==> src/common/pdc_defines.vh <==
// Register map, field positions and timing constants of the gating bank
`ifndef PDC_DEFINES_VH
`define PDC_DEFINES_VH

// ==========================================================
// Register word offsets (byte addresses)
`define PDC_OFS_MISC      8'h00
`define PDC_OFS_TIMER     8'h04
`define PDC_OFS_ANALOG    8'h08
`define PDC_OFS_PWMCCP    8'h0C
`define PDC_OFS_SERIAL    8'h10
`define PDC_OFS_MODUL     8'h14
`define PDC_OFS_CONFIG    8'h18
`define PDC_OFS_STATUS    8'h1C

// ==========================================================
// Writable-bit masks; unimplemented positions are zero
`define PDC_MASK_MISC     8'hFF
`define PDC_MASK_TIMER    8'h7F
`define PDC_MASK_ANALOG   8'h67
`define PDC_MASK_PWMCCP   8'h0F
`define PDC_MASK_SERIAL   8'h51
`define PDC_MASK_MODUL    8'h01
`define PDC_MASK_CONFIG   8'h03
`define PDC_RESET_VAL     8'h00

// ==========================================================
// Field positions, misc register
`define PDC_B_SYSCLK      7
`define PDC_B_VREF        6
`define PDC_B_VDET        5
`define PDC_B_CRC         4
`define PDC_B_SCAN        3
`define PDC_B_NVM         2
`define PDC_B_CLKREF      1
`define PDC_B_PINCHG      0
// Analog register
`define PDC_B_DAC         6
`define PDC_B_ADC         5
`define PDC_B_CMP2        2
`define PDC_B_CMP1        1
`define PDC_B_ZCD         0
// Pwm/ccp register
`define PDC_B_PWM4        3
`define PDC_B_PWM3        2
`define PDC_B_CCP2        1
`define PDC_B_CCP1        0
// Serial register
`define PDC_B_UART        6
`define PDC_B_SSP         4
`define PDC_B_CWG         0
// Modulator register
`define PDC_B_DSM         0
// Config register: scanner enable, zero-cross override; status register: memory ready
`define PDC_B_CFG_SCAN    0
`define PDC_B_CFG_ZCD     1
`define PDC_B_ST_NVMRDY   0

// ==========================================================
// Timing: nonvolatile unit wake time after re-enable
`define PDC_CLK_MHZ       200
`define PDC_NVM_WAKE_NS   1000
// 1000 ns at 200 MHz, sized to the wake counter
`define PDC_NVM_WAKE_CYC  8'hC8
`define PDC_WAKE_W        8
`define PDC_RD_ZERO       32'h0000_0000

`endif

==> src/core/pdc_gate_bank.v <==
// Peripheral disable bank with classic Wishbone register access
//
// Notes on behaviour
// RULE1 - One written means peripheral disabled
// RULE2 - Bit 7 first register stops fast clock
// RULE3 - Quarter-rate clocked peripherals stay running
// RULE4 - Memory unit off blocks access, control writes
// RULE5 - Software waits 1 us after memory re-enable
// RULE6 - First register: sysclk down to pin-change
// RULE7 - Second register: timers 0..6, bit 7 none
// RULE8 - Third: dac, adc, cmp2, cmp1, zero-cross
// RULE9 - Fourth: pwm4, pwm3, capture2, capture1
// RULE10 - Fifth: uart 6, sync serial 4, waveform 0
// RULE11 - Sixth: only modulator bit 0
// RULE12 - Unimplemented bits read zero, ignore writes
// RULE13 - Scanner bit gated by config enable
// RULE14 - Zero-cross config may override software
// RULE15 - Any reset clears every gating bit
// RULE16 - Disabled unit: no clock, held reset
// RULE17 - Re-enabled unit restarts at power-on state
// RULE18 - Software waits one instruction after enable
// RULE19 - Each bit is a registered level output
`timescale 1ns/1ps
`include "pdc_defines.vh"

module pdc_gate_bank (
    input  wire        clk_i,
    input  wire        rst_i,
    // Wishbone slave
    input  wire        cyc_i,
    input  wire        stb_i,
    input  wire        we_i,
    input  wire [7:0]  adr_i,
    input  wire [3:0]  sel_i,
    input  wire [31:0] dat_i,
    output reg  [31:0] dat_o,
    output reg         ack_o,
    // Configuration word settings
    input  wire        scanner_config_enable_i,
    input  wire        zcd_config_force_on_i,
    // Instruction-clock phase for quarter-rate peripherals
    input  wire        instr_clk_en_i,
    // Nonvolatile unit requests
    input  wire        nvm_access_req_i,
    input  wire        nvm_ctrl_wr_i,
    output reg         nvm_access_ok_o,
    output reg         nvm_ctrl_wr_ok_o,
    // Clock network
    output reg         sysclk_net_off_o,
    output reg         instr_clk_run_o,
    // Per-peripheral gate levels
    output wire [7:0]  misc_off_o,
    output wire [6:0]  timer_off_o,
    output wire [4:0]  analog_off_o,
    output wire [3:0]  pwm_ccp_off_o,
    output wire [2:0]  serial_off_o,
    output wire        signal_modulator_off_o,
    // Matching reset holds
    output wire [7:0]  misc_rst_o,
    output wire [6:0]  timer_rst_o,
    output wire [4:0]  analog_rst_o,
    output wire [3:0]  pwm_ccp_rst_o,
    output wire [2:0]  serial_rst_o,
    output wire        signal_modulator_rst_o
);

// ==========================================================
// Register storage
reg  [7:0] misc_module_gate_q;
reg  [7:0] timer_module_gate_q;
reg  [7:0] analog_module_gate_q;
reg  [7:0] pwm_ccp_module_gate_q;
reg  [7:0] serial_module_gate_q;
reg  [7:0] modulator_module_gate_q;
reg  [7:0] config_q;
reg  [`PDC_WAKE_W-1:0] nvm_wake_q;

wire       req_w;
wire       wr_w;
wire       lane0_w;
reg  [31:0] rd_d;

assign req_w   = cyc_i & stb_i & ~ack_o;
assign wr_w    = req_w & we_i;
assign lane0_w = sel_i[0];

// ==========================================================
// Register writes; masks drop unimplemented positions
always @(posedge clk_i) begin
    if (rst_i) begin
        misc_module_gate_q      <= `PDC_RESET_VAL; // RULE15
        timer_module_gate_q     <= `PDC_RESET_VAL;
        analog_module_gate_q    <= `PDC_RESET_VAL;
        pwm_ccp_module_gate_q   <= `PDC_RESET_VAL;
        serial_module_gate_q    <= `PDC_RESET_VAL;
        modulator_module_gate_q <= `PDC_RESET_VAL;
        config_q                <= `PDC_RESET_VAL;
    end else if (wr_w && lane0_w) begin
        if (adr_i == `PDC_OFS_MISC) begin
            misc_module_gate_q <= dat_i[7:0] & `PDC_MASK_MISC; // RULE6
        end else if (adr_i == `PDC_OFS_TIMER) begin
            timer_module_gate_q <= dat_i[7:0] & `PDC_MASK_TIMER; // RULE7
        end else if (adr_i == `PDC_OFS_ANALOG) begin
            analog_module_gate_q <= dat_i[7:0] & `PDC_MASK_ANALOG; // RULE8
        end else if (adr_i == `PDC_OFS_PWMCCP) begin
            pwm_ccp_module_gate_q <= dat_i[7:0] & `PDC_MASK_PWMCCP; // RULE9
        end else if (adr_i == `PDC_OFS_SERIAL) begin
            serial_module_gate_q <= dat_i[7:0] & `PDC_MASK_SERIAL; // RULE10
        end else if (adr_i == `PDC_OFS_MODUL) begin
            modulator_module_gate_q <= dat_i[7:0] & `PDC_MASK_MODUL; // RULE11
        end else if (adr_i == `PDC_OFS_CONFIG) begin
            config_q <= dat_i[7:0] & `PDC_MASK_CONFIG;
        end
    end
end

// ==========================================================
// Read mux; unmapped addresses read zero and still ack
always @* begin
    rd_d = `PDC_RD_ZERO;
    if (adr_i == `PDC_OFS_MISC) begin
        rd_d[7:0] = misc_module_gate_q;
    end else if (adr_i == `PDC_OFS_TIMER) begin
        rd_d[7:0] = timer_module_gate_q; // RULE12
    end else if (adr_i == `PDC_OFS_ANALOG) begin
        rd_d[7:0] = analog_module_gate_q;
    end else if (adr_i == `PDC_OFS_PWMCCP) begin
        rd_d[7:0] = pwm_ccp_module_gate_q;
    end else if (adr_i == `PDC_OFS_SERIAL) begin
        rd_d[7:0] = serial_module_gate_q;
    end else if (adr_i == `PDC_OFS_MODUL) begin
        rd_d[7:0] = modulator_module_gate_q;
    end else if (adr_i == `PDC_OFS_CONFIG) begin
        rd_d[7:0] = config_q;
    end else if (adr_i == `PDC_OFS_STATUS) begin
        rd_d[`PDC_B_ST_NVMRDY] = nvm_access_ok_o;
    end
end

always @(posedge clk_i) begin
    if (rst_i) begin
        ack_o <= 1'b0;
        dat_o <= `PDC_RD_ZERO;
    end else begin
        ack_o <= req_w;
        dat_o <= req_w ? rd_d : `PDC_RD_ZERO;
    end
end

// ==========================================================
// Effective gate levels after configuration overrides
wire [7:0] misc_eff_w;
wire [4:0] analog_eff_w;
wire [2:0] serial_eff_w;
wire [3:0] pwm_eff_w;

assign misc_eff_w = {
    misc_module_gate_q[`PDC_B_SYSCLK],
    misc_module_gate_q[`PDC_B_VREF],
    misc_module_gate_q[`PDC_B_VDET],
    misc_module_gate_q[`PDC_B_CRC],
    // Scanner can only be switched off when config allows it
    misc_module_gate_q[`PDC_B_SCAN] & scanner_config_enable_i, // RULE13
    misc_module_gate_q[`PDC_B_NVM],
    misc_module_gate_q[`PDC_B_CLKREF],
    misc_module_gate_q[`PDC_B_PINCHG]
};

assign analog_eff_w = {
    analog_module_gate_q[`PDC_B_DAC],
    analog_module_gate_q[`PDC_B_ADC],
    analog_module_gate_q[`PDC_B_CMP2],
    analog_module_gate_q[`PDC_B_CMP1],
    // Config forcing the detector on beats software
    analog_module_gate_q[`PDC_B_ZCD] & ~zcd_config_force_on_i // RULE14
};

assign pwm_eff_w = {
    pwm_ccp_module_gate_q[`PDC_B_PWM4],
    pwm_ccp_module_gate_q[`PDC_B_PWM3],
    pwm_ccp_module_gate_q[`PDC_B_CCP2],
    pwm_ccp_module_gate_q[`PDC_B_CCP1]
};

assign serial_eff_w = {
    serial_module_gate_q[`PDC_B_UART],
    serial_module_gate_q[`PDC_B_SSP],
    serial_module_gate_q[`PDC_B_CWG]
};

// ==========================================================
// Gate cells, one per peripheral
wire [27:0] gate_in_w;
wire [27:0] gate_off_w;
wire [27:0] gate_rst_w;

assign gate_in_w = {
    modulator_module_gate_q[`PDC_B_DSM],
    serial_eff_w,
    pwm_eff_w,
    analog_eff_w,
    timer_module_gate_q[6:0],
    misc_eff_w
};

genvar gi;
generate
    for (gi = 0; gi < 28; gi = gi + 1) begin : g_cell
        pdc_gate_cell u_cell (
            .clk_i      (clk_i),
            .rst_i      (rst_i),
            .off_i      (gate_in_w[gi]), // RULE1
            .off_o      (gate_off_w[gi]),
            .hold_rst_o (gate_rst_w[gi])
        );
    end
endgenerate

assign misc_off_o             = gate_off_w[7:0];
assign timer_off_o            = gate_off_w[14:8];
assign analog_off_o           = gate_off_w[19:15];
assign pwm_ccp_off_o          = gate_off_w[23:20];
assign serial_off_o           = gate_off_w[26:24];
assign signal_modulator_off_o = gate_off_w[27];
assign misc_rst_o             = gate_rst_w[7:0];
assign timer_rst_o            = gate_rst_w[14:8];
assign analog_rst_o           = gate_rst_w[19:15];
assign pwm_ccp_rst_o          = gate_rst_w[23:20];
assign serial_rst_o           = gate_rst_w[26:24];
assign signal_modulator_rst_o = gate_rst_w[27];

// ==========================================================
// Clock network gating
always @(posedge clk_i) begin
    if (rst_i) begin
        sysclk_net_off_o <= 1'b0;
        instr_clk_run_o  <= 1'b0;
    end else begin
        sysclk_net_off_o <= misc_module_gate_q[`PDC_B_SYSCLK]; // RULE2
        // Quarter-rate enable ignores the fast network gate
        instr_clk_run_o  <= instr_clk_en_i; // RULE3
    end
end

// ==========================================================
// Nonvolatile unit: block while off, wake delay after enable
wire nvm_off_w;
assign nvm_off_w = misc_module_gate_q[`PDC_B_NVM];

always @(posedge clk_i) begin
    if (rst_i) begin
        nvm_wake_q <= `PDC_NVM_WAKE_CYC;
    end else if (nvm_off_w) begin
        nvm_wake_q <= `PDC_NVM_WAKE_CYC;
    end else if (nvm_wake_q != {`PDC_WAKE_W{1'b0}}) begin
        // Hardware covers the software wait for access only; control writes are not delayed
        nvm_wake_q <= nvm_wake_q - 1'b1; // RULE5
    end
end

always @(posedge clk_i) begin
    if (rst_i) begin
        nvm_access_ok_o  <= 1'b0;
        nvm_ctrl_wr_ok_o <= 1'b0;
    end else begin
        nvm_access_ok_o  <= nvm_access_req_i & ~nvm_off_w
                            & (nvm_wake_q == {`PDC_WAKE_W{1'b0}}); // RULE4
        nvm_ctrl_wr_ok_o <= nvm_ctrl_wr_i & ~nvm_off_w; // RULE4
    end
end

endmodule // pdc_gate_bank

==> src/core/pdc_gate_cell.v <==
// One peripheral gating cell: registered off level and reset hold
`timescale 1ns/1ps

module pdc_gate_cell (
    input  wire clk_i,
    input  wire rst_i,
    input  wire off_i,
    output reg  off_o,
    output reg  hold_rst_o
);

// ==========================================================
// Registered gate level
always @(posedge clk_i) begin
    if (rst_i) begin
        off_o      <= 1'b0; // RULE15
        hold_rst_o <= 1'b0;
    end else begin
        off_o      <= off_i; // RULE19
        // Hold in reset while off; release re-enters power-on state
        hold_rst_o <= off_i; // RULE16 RULE17
    end
end

endmodule // pdc_gate_cell
==> config.mk <==
export PLATFORM = sky130hd
export DESIGN_NAME = pdc_gate_bank
export DESIGN_NICKNAME = d
export VERILOG_FILES = /design/src/core/pdc_gate_bank.v /design/src/core/pdc_gate_cell.v
export VERILOG_INCLUDE_DIRS = /design/src /design/src/common
export SDC_FILE = /design/constraint.sdc
export NUM_CORES = 1
export LEC_CHECK = 0
export ABC_AREA = 1
export BUFFER_PORTS_ARGS = -buffer_cell sky130_fd_sc_hd__buf_2
export CAP_MARGIN = 40
export CORE_MARGIN = 1
export CORE_UTILIZATION = 48
export DETAILED_ROUTE_END_ITERATION = 8
export GPL_TIMING_DRIVEN = 0
export HOLD_SLACK_MARGIN = 0.03
export PLACE_DENSITY = 0.91
export SLEW_MARGIN = 20
export SYNTH_ARGS = -nofsm -noshare
export SYNTH_HDL_FRONTEND = slang
export SYNTH_HIERARCHICAL = 1
export SYNTH_SLANG_ARGS = --single-unit
export TNS_END_PERCENT = 10
==> constraint.sdc <==
create_clock -name clk_i -period 1.45 [get_ports clk_i]
set_input_delay 0.0725 -clock clk_i [delete_from_list [all_inputs] [get_ports clk_i]]
set_output_delay 0.0725 -clock clk_i [all_outputs]
set_load 0.02 [all_outputs]
* After elaboration in Yosys (flattened, before gate mapping)
Index checks and enable logic that the tools add are counted.
** Storage, ports and cells
- Output and inout bits :: 93
- Bits in registers :: 102
** Cells by class
- Reduce and logical (&&, ||, !) cells :: 13
- Add/sub/neg operators :: 1
- Bitwise gates (word level) :: 18
- Multiplexer cells :: 9
- Equality and inequality tests :: 7
** Operator list (count)
- $eq A8 B5 Y1 const B :: 4
- $mux W7 :: 4
- $eq A8 B4 Y1 const B :: 2
- $logic_not A8 Y1 :: 2
- $not A1 Y1 :: 10
- $and A1 B1 Y1 :: 8
- $eq A8 B3 Y1 const B :: 1
- $mux W8 :: 1
- $reduce_and A8 Y1 :: 1
- $reduce_bool A8 Y1 :: 1
- $sub A8 B1 Y8 const B :: 1
- $reduce_and A7 Y1 :: 1
- $reduce_and A6 Y1 :: 1
- $reduce_and A5 Y1 :: 1
- $reduce_and A4 Y1 :: 1
- $reduce_or A2 Y1 :: 2
- $mux W1 :: 3
- $reduce_and A3 Y1 :: 1
- $mux W2 :: 1
- $reduce_and A2 Y1 :: 1
- $logic_and A1 B1 Y1 :: 1

* Logic depth before layout (Yosys ltp)
Gate-level depths: netlist (run 1).
- Depth after elaboration :: 9
- Gate-level depth with buffers :: 10

* By module
Netlist (run 1), hierarchy kept.
** Modules (own cells, without submodules)
- pdc_gate_bank :: cells each 332, times used 1, sequential area each 1021.0 um2, area each 2506.2 um2
- pdc_gate_cell :: cells each 4, times used 28, sequential area each 20.0 um2, area each 37.5 um2

* Least setup slack after synthesis (run 1)
No wires, ideal clock.
- Path type :: reg2reg
- Start :: register ack_o
- End :: register pwm_ccp_module_gate_q[0]
- Slack :: 0.231 ns
- Clock period less this slack :: 1.219 ns
- Setup time :: 0.113 ns
- Buffers on the path :: 0
- Arrival time :: 1.106 ns
- Cell stages (with the launch flop) :: 9
- Path through :: dfxtp_1 nor2_4 nand3_4 clkinv_1 nand2_1 inv_2 nand3_4 nor2_1 nor2_1
** On the way
- Longest elaborated chain between the ends :: 5
** RTL lines
- from (decl) :: line pdc_gate_bank.v:37 : output reg ack_o,
- from (signal assigned) :: line pdc_gate_bank.v:145 : ack_o <= req_w;
- $not A1 Y1 :: line pdc_gate_bank.v:83 : assign req_w = cyc_i & stb_i & ~ack_o;
- $and A1 B1 Y1 :: line pdc_gate_bank.v:83
- $and A1 B1 Y1 :: line pdc_gate_bank.v:84 : assign wr_w = req_w & we_i;
- $logic_and A1 B1 Y1 :: line pdc_gate_bank.v:98 : end else if (wr_w && lane0_w) begin
- $reduce_and A5 Y1 (no line)
- to (signal assigned) :: line pdc_gate_bank.v:94 : pwm_ccp_module_gate_q <= `PDC_RESET_VAL;
- to (signal assigned) :: line pdc_gate_bank.v:106 : pwm_ccp_module_gate_q <= dat_i[7:0] & `PDC_MASK_PWMCCP;
- to (decl) :: line pdc_gate_bank.v:72 : reg [7:0] pwm_ccp_module_gate_q;
Every way passes these cells.
A chain may end at the register's enable or synchronous reset.

* Worst setup path in the final report (run 1)
- Start :: register nvm_wake_q[0]
- End :: register nvm_wake_q[7]
** On the way
- Longest elaborated chain between the ends :: 1
- Elaborated cells between the ends (all ways) :: 2
- Classes of those cells :: add/sub (1); reduce/logical (1)
** RTL lines
- from (decl) :: line pdc_gate_bank.v:76 : reg [`PDC_WAKE_W-1:0] nvm_wake_q;
- from (signal assigned) :: line pdc_gate_bank.v:252 : nvm_wake_q <= `PDC_NVM_WAKE_CYC;
- from (signal assigned) :: line pdc_gate_bank.v:254 : nvm_wake_q <= `PDC_NVM_WAKE_CYC;
- from (signal assigned) :: line pdc_gate_bank.v:257 : nvm_wake_q <= nvm_wake_q - 1'b1;
- $sub A8 B1 Y8 / $reduce_bool A8 Y1 (equally long branches) :: line pdc_gate_bank.v:257, pdc_gate_bank.v:255
Several ways; a longest one is shown, not always the timed one.

==> results.cfg, run 1 <==
[placement]
gp_congestion = 0.807
dpl-instance-area_sq_um = 4240
dp_slack_ps = -180
post-dp-hpwl_um = 5570
portBuffers = 95
placed_cells = 661

[cts]
clock-sinks = 79
cts_buffers = 9
cts_tree = yes
clk_latency_ps = 360
cts_setup_buffers = 0
clk_pin_slew_ps = 80
h-tree-depth = 3
cts_buffer_depth = 2
cts_root_buffer = clkbuf_8

[min_path]
holdCritStartpoint = rst_i
holdPathEnd = g_cell[5].u_cell/hold_rst_o$_SDFF_PP0_
min_path_cells = 2
hold_path_class = in -> reg

[power]
p_sw_mw = 1.12
p_leak_nw = 2.35
ir_worst_vdd_mv = 0.767
sw_frac_of_total_pct = 26.8
power_frac_seq_pct = 53.2
power.density_nw_per_um2 = 908
clockPowerShare_pct = 36.7
total_power_mw = 4.18
p_int_mw = 3.06
pwr-share-comb_pct = 10.1

[global_route]
grt_pass1_wl_um = 11700
antenna_found_initial = 0
grt_pass1_vias = 2682
grt_use_total_pct = 19.9
grt.overflow.total = 0
grt_max_degree = 32

[worst_setup_path]
rrSetupSlack_ps = 80
endpoint_kind = flop
r2r_start = nvm_wake_q[0]$_SDFFE_PP0N_
cp.required_ps = 1760
r2r_cells = 8
cp-start-kind = flop
reg2reg_to = nvm_wake_q[7]$_SDFFE_PP1N_
crit_type = reg -> reg
cp.arrival_ps = 1670
cp_max_fo = 8

[layout]
most-common-layout-cells = 96 x buf_2, 78 x dfxtp_1, 66 x inv_1, 62 x nand2_1, 53 x buf_4
fin_cells = 691
syn_to_final_growth_pct = 29.4
final_cell_area_sq_um = 4600
n_antenna_cell = 0
final_common_cell = buf_2
nets = 643
drive_gt1_share_pct = 40.0

[yosys]
yosys.area.top_type = dfxtp_1
synthCells = 444
yosysTopAreaCellShare_pct = 44.5
synthTopCellsByArea = dfxtp_1 44%, buf_4 11%, inv_1 7.0%
yosysUniqueCellTypes = 33
avgSynthCellArea_sq_um = 8.01
seq_area_frac_synth_pct = 44.5
ys_ff_latch = 79
synth_area_sq_um = 3560
yosysWarningCount = 6

[sta]
whs_ps = 141
rsz0062_at_grt = no
fin_crit_ps = 1370
fmax_mhz = 732
clock-skew-final_ps = 7.54
finalHoldViolations = 0
setup_viol_count_final = 0
fin_crit_sh_pct = 94.2
setup_ws_ps = 84.6
slew_viol_final = 0

[detailed_routing]
vias_per_cell = 4.35
ant_nets = 0
routed_wl_um = 7580
routedWlPerCell_um = 11.0
vias = 3008
drc_errors = 0
first_pass_iters = 4
drtIter0Drc = 194

[floorplan]
start_util_pct = 49.3
die_w_um = 88.1
core-area_sq_um = 7210
rows = 31
dieArea_sq_um = 7760
io_pins = 147
die_h_um = 88.1

[outcome]
status = finished clean

[flow_run]
drv_cap = 0
critical path: stages, from the launching register on:
cell and delay (ps):
dfxtp_2 360, inv_1 70, ha_1 200, nor3b_2 160, nand2_2 140, inv_1 70
a21oi_1 120, o21ai_0 110, nand2_1 80
routing by layer:
metal  up-vias  global-route usage (%)  share of wire (%)  wire [um]
li1       1567                       -                  -          -
met1      1326                    21.3                 41       3130
met2        99                    37.1                 51       3880
met3        16                    5.84                6.0        453
met4         0                    6.89                1.6        121
met5         -                       0                  0          0
registers in the layout, summed over array words and instances (netlist names), 2 cells and up:
register                  flops
g_cell.u_cell/hold_rst_o     28
dat_o                         8
misc_module_gate_q            8
nvm_wake_q                    8
timer_module_gate_q           7
analog_module_gate_q          5
pwm_ccp_module_gate_q         4
serial_module_gate_q          3
config_q                      2
timing repair:
| action | 4_1_cts | 5_1_grt |
|---|---|---|
| setup endpoints to repair | 0 | 7 |
| hold endpoints to repair | 27 | 0 |
| gates resized for setup | 0 | 4 |
| hold buffers | 13 | 0 |
area by class of cell:
class | instances | area, sq um
fill | 633 | 2610
buffer | 57 | 429
clock buffer | 10 | 138
tap | 99 | 124
inverter | 77 | 292
sequential | 79 | 1580
clock inverter | 6 | 52.6
multi-input combinational | 254 | 1350
timing repair buffer | 109 | 633
through the flow:
stage | util (%) | TNS (ps)
floorplan | - | 0
global placement | 58.8 | -2330
detailed placement | 58.8 | -2930
CTS | 63.3 | 0
global route | 63.8 | 0
finish | 63.8 | 0
Yosys cell counts (all sizes together):
library cell,count
dfxtp,79
inv,76
nor2,76
nand2,70
buf,56
a21oi,28
o21ai,27
nand3,9
nor3,4
a31oi,3
a211oi,2
ha,2
nand4,2
nor3b,2
xnor2,2
clkbuf,1
clkinv,1
conb,1
nand3b,1
o2111ai,1
xor2,1
worst max path at each step:
stage                               start                                     to  slack (ps)  cells past startpoint
2_1_floorplan            ack_o$_SDFF_PP0_  pwm_ccp_module_gate_q[0]$_SDFFE_PP0P_         230                      8
3_3_place_gp                        rst_i    timer_module_gate_q[1]$_SDFFE_PP0P_        -140                      5
3_5_place_dp                        rst_i    timer_module_gate_q[0]$_SDFFE_PP0P_        -180                      5
4_1_cts        nvm_wake_q[0]$_SDFFE_PP0N_             nvm_wake_q[2]$_SDFFE_PP0N_          30                      8
5_1_grt        nvm_wake_q[2]$_SDFFE_PP0N_             nvm_wake_q[7]$_SDFFE_PP1N_           5                      7
6_report       nvm_wake_q[0]$_SDFFE_PP0N_             nvm_wake_q[7]$_SDFFE_PP1N_          80                      8
logic make-up after synthesis:
family | count (synthesis) | synth area share (%)
AOI/OAI and AO/OA | 61 | 9.57
xor gates and xnor gates | 3 | 0.739
adders and majority gates | 2 | 0.703
buffers and inverters | 134 | 20.3
DFF | 79 | 44.5
other | 1 | 0.105
and+or+nand+nor | 164 | 24.2
power groups by stage:
stage / Clock, mW / Sequential (mW) / Combinational [mW]
after detailed placement: 0 / 2.27 / 0.374
after floorplan: 0 / 2.27 / 0.262
final: 1.53 / 2.23 / 0.422
after global placement: 0 / 2.27 / 0.358
after CTS: 1.57 / 2.22 / 0.403
after global routing: 1.66 / 2.23 / 0.459
Note: power is estimated with default switching activity, not from simulation.
==> run 2, diff against run 1 <==
--- a/config.mk
+++ b/config.mk
@@ -8,7 +8,6 @@
 export LEC_CHECK = 0
 export ABC_AREA = 1
 export BUFFER_PORTS_ARGS = -buffer_cell sky130_fd_sc_hd__buf_2
-export CAP_MARGIN = 40
 export CORE_MARGIN = 1
 export CORE_UTILIZATION = 48
 export DETAILED_ROUTE_END_ITERATION = 8
==> constraint.sdc (replaced) <==
create_clock -name clk_i -period 1.4 [get_ports clk_i]
set_input_delay 0.07 -clock clk_i [delete_from_list [all_inputs] [get_ports clk_i]]
set_output_delay 0.07 -clock clk_i [all_outputs]
set_load 0.02 [all_outputs]
==> results.cfg, run 2 (synthesis results as in run 1) <==
[floorplan]
die_w_um = 88.1
core-area_sq_um = 7210
start_util_pct = 49.3
dieArea_sq_um = 7760
io_pins = 147
rows = 31
die_h_um = 88.1

[placement]
portBuffers = 95
dp_slack_ps = -228
gp_congestion = 0.807
post-dp-hpwl_um = 5570

[detailed_routing]
routed_wl_um = 7620
vias = 3020
ant_nets = 0
drc_errors = 0
routedWlPerCell_um = 11.0
first_pass_iters = 4
drtIter0Drc = 183
vias_per_cell = 4.36

[layout]
largest_reg_flops = 28
drive_gt1_share_pct = 40.4
n_antenna_cell = 0
nets = 645
most-common-layout-cells = 96 x buf_2, 78 x dfxtp_1, 66 x inv_1, 61 x nand2_1, 56 x buf_4
regMostFlops = g_cell.u_cell/hold_rst_o
final_common_cell = buf_2
syn_to_final_growth_pct = 29.5

[sta]
whs_ps = 149
clock-skew-final_ps = 5.99
relSlewSlack_pct = 44.6
slew_viol_final = 0
fin_crit_sh_pct = 98.0
setup_ws_ps = 28.4
final.setup.tns_ps = 0
fin_crit_ps = 1370
setup_viol_count_final = 0
fmax_mhz = 729
tightest_slew_ps = 832
finalHoldViolations = 0

[cts]
cts_tree = yes
h-tree-depth = 3
cts_buffers = 9
clock-sinks = 79
clk_latency_ps = 360
cts_buffer_depth = 2
cts_root_buffer = clkbuf_8
clk_pin_slew_ps = 80

[global_route]
grt_use_total_pct = 20.1
grt_pass1_vias = 2704
antenna_found_initial = 0
grt_pass1_wl_um = 11800
grt_max_degree = 32
grt.overflow.total = 0

[worst_setup_path]
endpoint_kind = flop
cp.arrival_ps = 1610
cp.required_ps = 1640
r2r_start = nvm_wake_q[0]$_SDFFE_PP0N_
cp-start-kind = flop
cp-startpoint = nvm_wake_q[0]$_SDFFE_PP0N_
crit_type = reg -> reg
cp_max_fo = 4

[power]
p_leak_nw = 2.36
total_power_mw = 4.32
ir_worst_vdd_mv = 0.757
power.density_nw_per_um2 = 938

[flow_run]
drv_cap = 0

[min_path]
holdCritStartpoint = adr_i[1]
hold_path_class = in -> reg

[outcome]
status = finished clean
run 2: cell count changes in the layout (fill, tap and decap cells not counted), sizes merged:
cell and change:
buf +2
run 2: per-stage QoR:
| stage | util [%] | cell area, sq um | std cells |
|---|---|---|---|
| 2_1_floorplan | - | 3640 | 467 |
| 4_1_cts | 63.5 | 4580 | 691 |
| 5_1_grt | 63.9 | 4610 | 693 |
| 6_report | 63.9 | 4610 | 693 |
| 3_3_place_gp | 58.8 | 4240 | 661 |
| 3_5_place_dp | 58.8 | 4240 | 661 |
run 2: final cells by class:
type                            instances  area [sq um]
Fill cell                             633          2610
Sequential cell                        79          1580
Multi-Input combinational cell        254          1360
Timing Repair Buffer                  111           628
Buffer                                 57           429
Inverter                               77           292
Clock buffer                           10           138
Tap cell                               99           124
Clock inverter                          6          52.6
run 2: per-layer routing:
layer  up-vias  track usage (%)  share of wire, %
met5         -                0                 0
met4         0             6.89               1.7
met3        18             5.84               6.1
met2        97             37.7                52
met1      1337             21.3                40
li1       1568                -                 -
run 2: repair_timing:
| action | in CTS | in global routing |
|---|---|---|
| hold endpoints to repair | 27 | 0 |
| endpoints found under the setup margin | 2 | 14 |
| pin swaps | 0 | 2 |
| setup buffers | 1 | 2 |
| hold buffers | 13 | 0 |
| gates resized for setup | 2 | 4 |
run 2: power breakdown:
| group | leakage, nW | switching [mW] | internal [mW] | total, mW |
|---|---|---|---|---|
| Combinational | 1.63 | 0.260 | 0.173 | 0.432 |
| Clock | 0.0910 | 0.871 | 0.715 | 1.59 |
| Sequential | 0.638 | 0.0291 | 2.28 | 2.31 |
| Total | 2.36 | 1.16 | 3.16 | 4.32 |
run 2: worst paths after layout:
path / endpoint / slack, ps / cells past startpoint
max reg2reg: nvm_wake_q[7]$_SDFFE_PP1N_ / 30 / 6
max: nvm_wake_q[7]$_SDFFE_PP1N_ / 30 / 6
min reg2reg: g_cell[7].u_cell/hold_rst_o$_SDFF_PP0_ / 440 / 2
min: modulator_module_gate_q[0]$_SDFFE_PP0P_ / 150 / 6
run 2: worst max-delay path: stages (launching register included):
cell and delay [ps]:
dfxtp_2 340, nor3_1 280, inv_1 130, nor3_1 210, a21oi_1 100, o21ai_0 100
nand2_1 90
==> run 3, diff against run 2 <==
==> constraint.sdc (replaced) <==
create_clock -name clk_i -period 1.5 [get_ports clk_i]
set_input_delay 0.075 -clock clk_i [delete_from_list [all_inputs] [get_ports clk_i]]
set_output_delay 0.075 -clock clk_i [all_outputs]
set_load 0.02 [all_outputs]
==> results.cfg, run 3 (synthesis results as in run 1) <==
[floorplan]
core-area_sq_um = 7210
io_pins = 147
dieArea_sq_um = 7760
rows = 31
die_w_um = 88.1
die_h_um = 88.1
start_util_pct = 49.3

[global_route]
grt_use_total_pct = 19.9
antenna_found_initial = 0
grt.overflow.total = 0
grt_max_degree = 32
grt_pass1_vias = 2682
grt_pass1_wl_um = 11700

[sta]
fin_crit_ps = 1420
rsz0062_at_grt = no
tightest_slew_ps = 828
relSlewSlack_pct = 44.8
whs_ps = 146
slew_viol_final = 0
fin_crit_sh_pct = 94.4
clock-skew-final_ps = 6.97
finalHoldViolations = 0
fmax_mhz = 706
setup_viol_count_final = 0

[layout]
nets = 642
drive_gt1_share_pct = 39.8
most-common-layout-cells = 96 x buf_2, 79 x dfxtp_1, 66 x inv_1, 62 x nand2_1, 53 x buf_4
fin_cells = 690
largest_reg_flops = 28
n_antenna_cell = 0
final_common_cell = buf_2
final_cell_area_sq_um = 4580
syn_to_final_growth_pct = 28.6
regMostFlops = g_cell.u_cell/hold_rst_o

[cts]
cts_buffer_depth = 2
cts_setup_buffers = 0
clk_latency_ps = 360
clk_pin_slew_ps = 80
cts_root_buffer = clkbuf_8
h-tree-depth = 3
cts_buffers = 9
cts_tree = yes
clock-sinks = 79

[worst_setup_path]
cp-start-kind = flop
cp.depth = 8
cp_max_fo = 8
slowest_stage = dfxtp_1
critPathBufInv = 2
cpPeakStageDelay_ps = 390
crit_family = flip-flops
path_common_cell = inv_1
endpoint_kind = flop
path_cells = inv_1 -> ha_1 -> nor3b_2 -> nand2_2 -> inv_1 -> a21oi_1 -> o21ai_0 -> nand2_1
r2r_cells = 8
crit_type = reg -> reg
cp.arrival_ps = 1720
cp.required_ps = 1810

[placement]
gp_congestion = 0.807
placed_cells = 661
dpl-instance-area_sq_um = 4240
post-dp-hpwl_um = 5570
portBuffers = 95

[min_path]
hold_path_class = in -> reg
min_path_cells = 5

[flow_run]
drv_cap = 0

[detailed_routing]
drc_errors = 0
vias_per_cell = 4.33
routedWlPerCell_um = 10.9
first_pass_iters = 4
ant_nets = 0
routed_wl_um = 7530
drtIter0Drc = 156
vias = 2990

[outcome]
status = finished clean

[power]
power.density_nw_per_um2 = 880
ir_worst_vdd_mv = 0.741
p_leak_nw = 2.33
-- run 3: repair_timing --
action                                  CTS  global route
endpoints found under the hold margin    27             0
hold buffers                             13             0
endpoints found under the setup margin    0             6
gates resized for setup                   0             3
-- run 3: worst register-to-register path: stages (launching register included) --
cell,delay (ps)
dfxtp_1,390
inv_1,80
ha_1,210
nor3b_2,160
nand2_2,140
inv_1,80
a21oi_1,120
o21ai_0,110
nand2_1,80
-- run 3: final timing paths --
check,startpoint,endpoint,slack (ps)
setup / recovery,nvm_wake_q[0]$_SDFFE_PP0N_,nvm_wake_q[7]$_SDFFE_PP1N_,80
hold / removal,stb_i,ack_o$_SDFF_PP0_,150
hold reg to reg,misc_module_gate_q[7]$_SDFFE_PP0P_,g_cell[7].u_cell/hold_rst_o$_SDFF_PP0_,440
setup reg to reg,nvm_wake_q[0]$_SDFFE_PP0N_,nvm_wake_q[7]$_SDFFE_PP1N_,80
-- run 3: stage by stage --
stage	total power [mW]	util, %	worst slack (ps)	setup TNS [ps]
after global routing	4.19	63.4	38.6	0
after floorplan	2.45	-	281	0
final	4.03	63.4	83.7	0
after CTS	4.05	63.3	76.6	0
after detailed placement	2.56	58.8	-133	-1740
after global placement	2.54	58.8	-96.4	-1180
-- run 3: layout make-up --
cell class / count / area, sq um
multi-input combinational: 254 / 1350
fill: 637 / 2640
clock inverter: 6 / 52.6
clock buffer: 10 / 138
tap: 99 / 124
inverter: 77 / 292
sequential: 79 / 1580
timing repair buffer: 108 / 606
buffer: 57 / 429
-- run 3: report_power, final --
group / internal (mW) / total [mW] / switching, mW
sequential: 2.12 / 2.15 / 0.0265
clock: 0.667 / 1.48 / 0.810
combinational: 0.159 / 0.398 / 0.240
-- run 3: per-layer routing --
layer  GRT usage (%)  vias up  wire length (um)
met5               0        -                 0
met3            5.84       14               411
met1            21.3     1322              3110
li1                -     1560                 -
met4            6.89        0               118
met2            37.1       94              3890
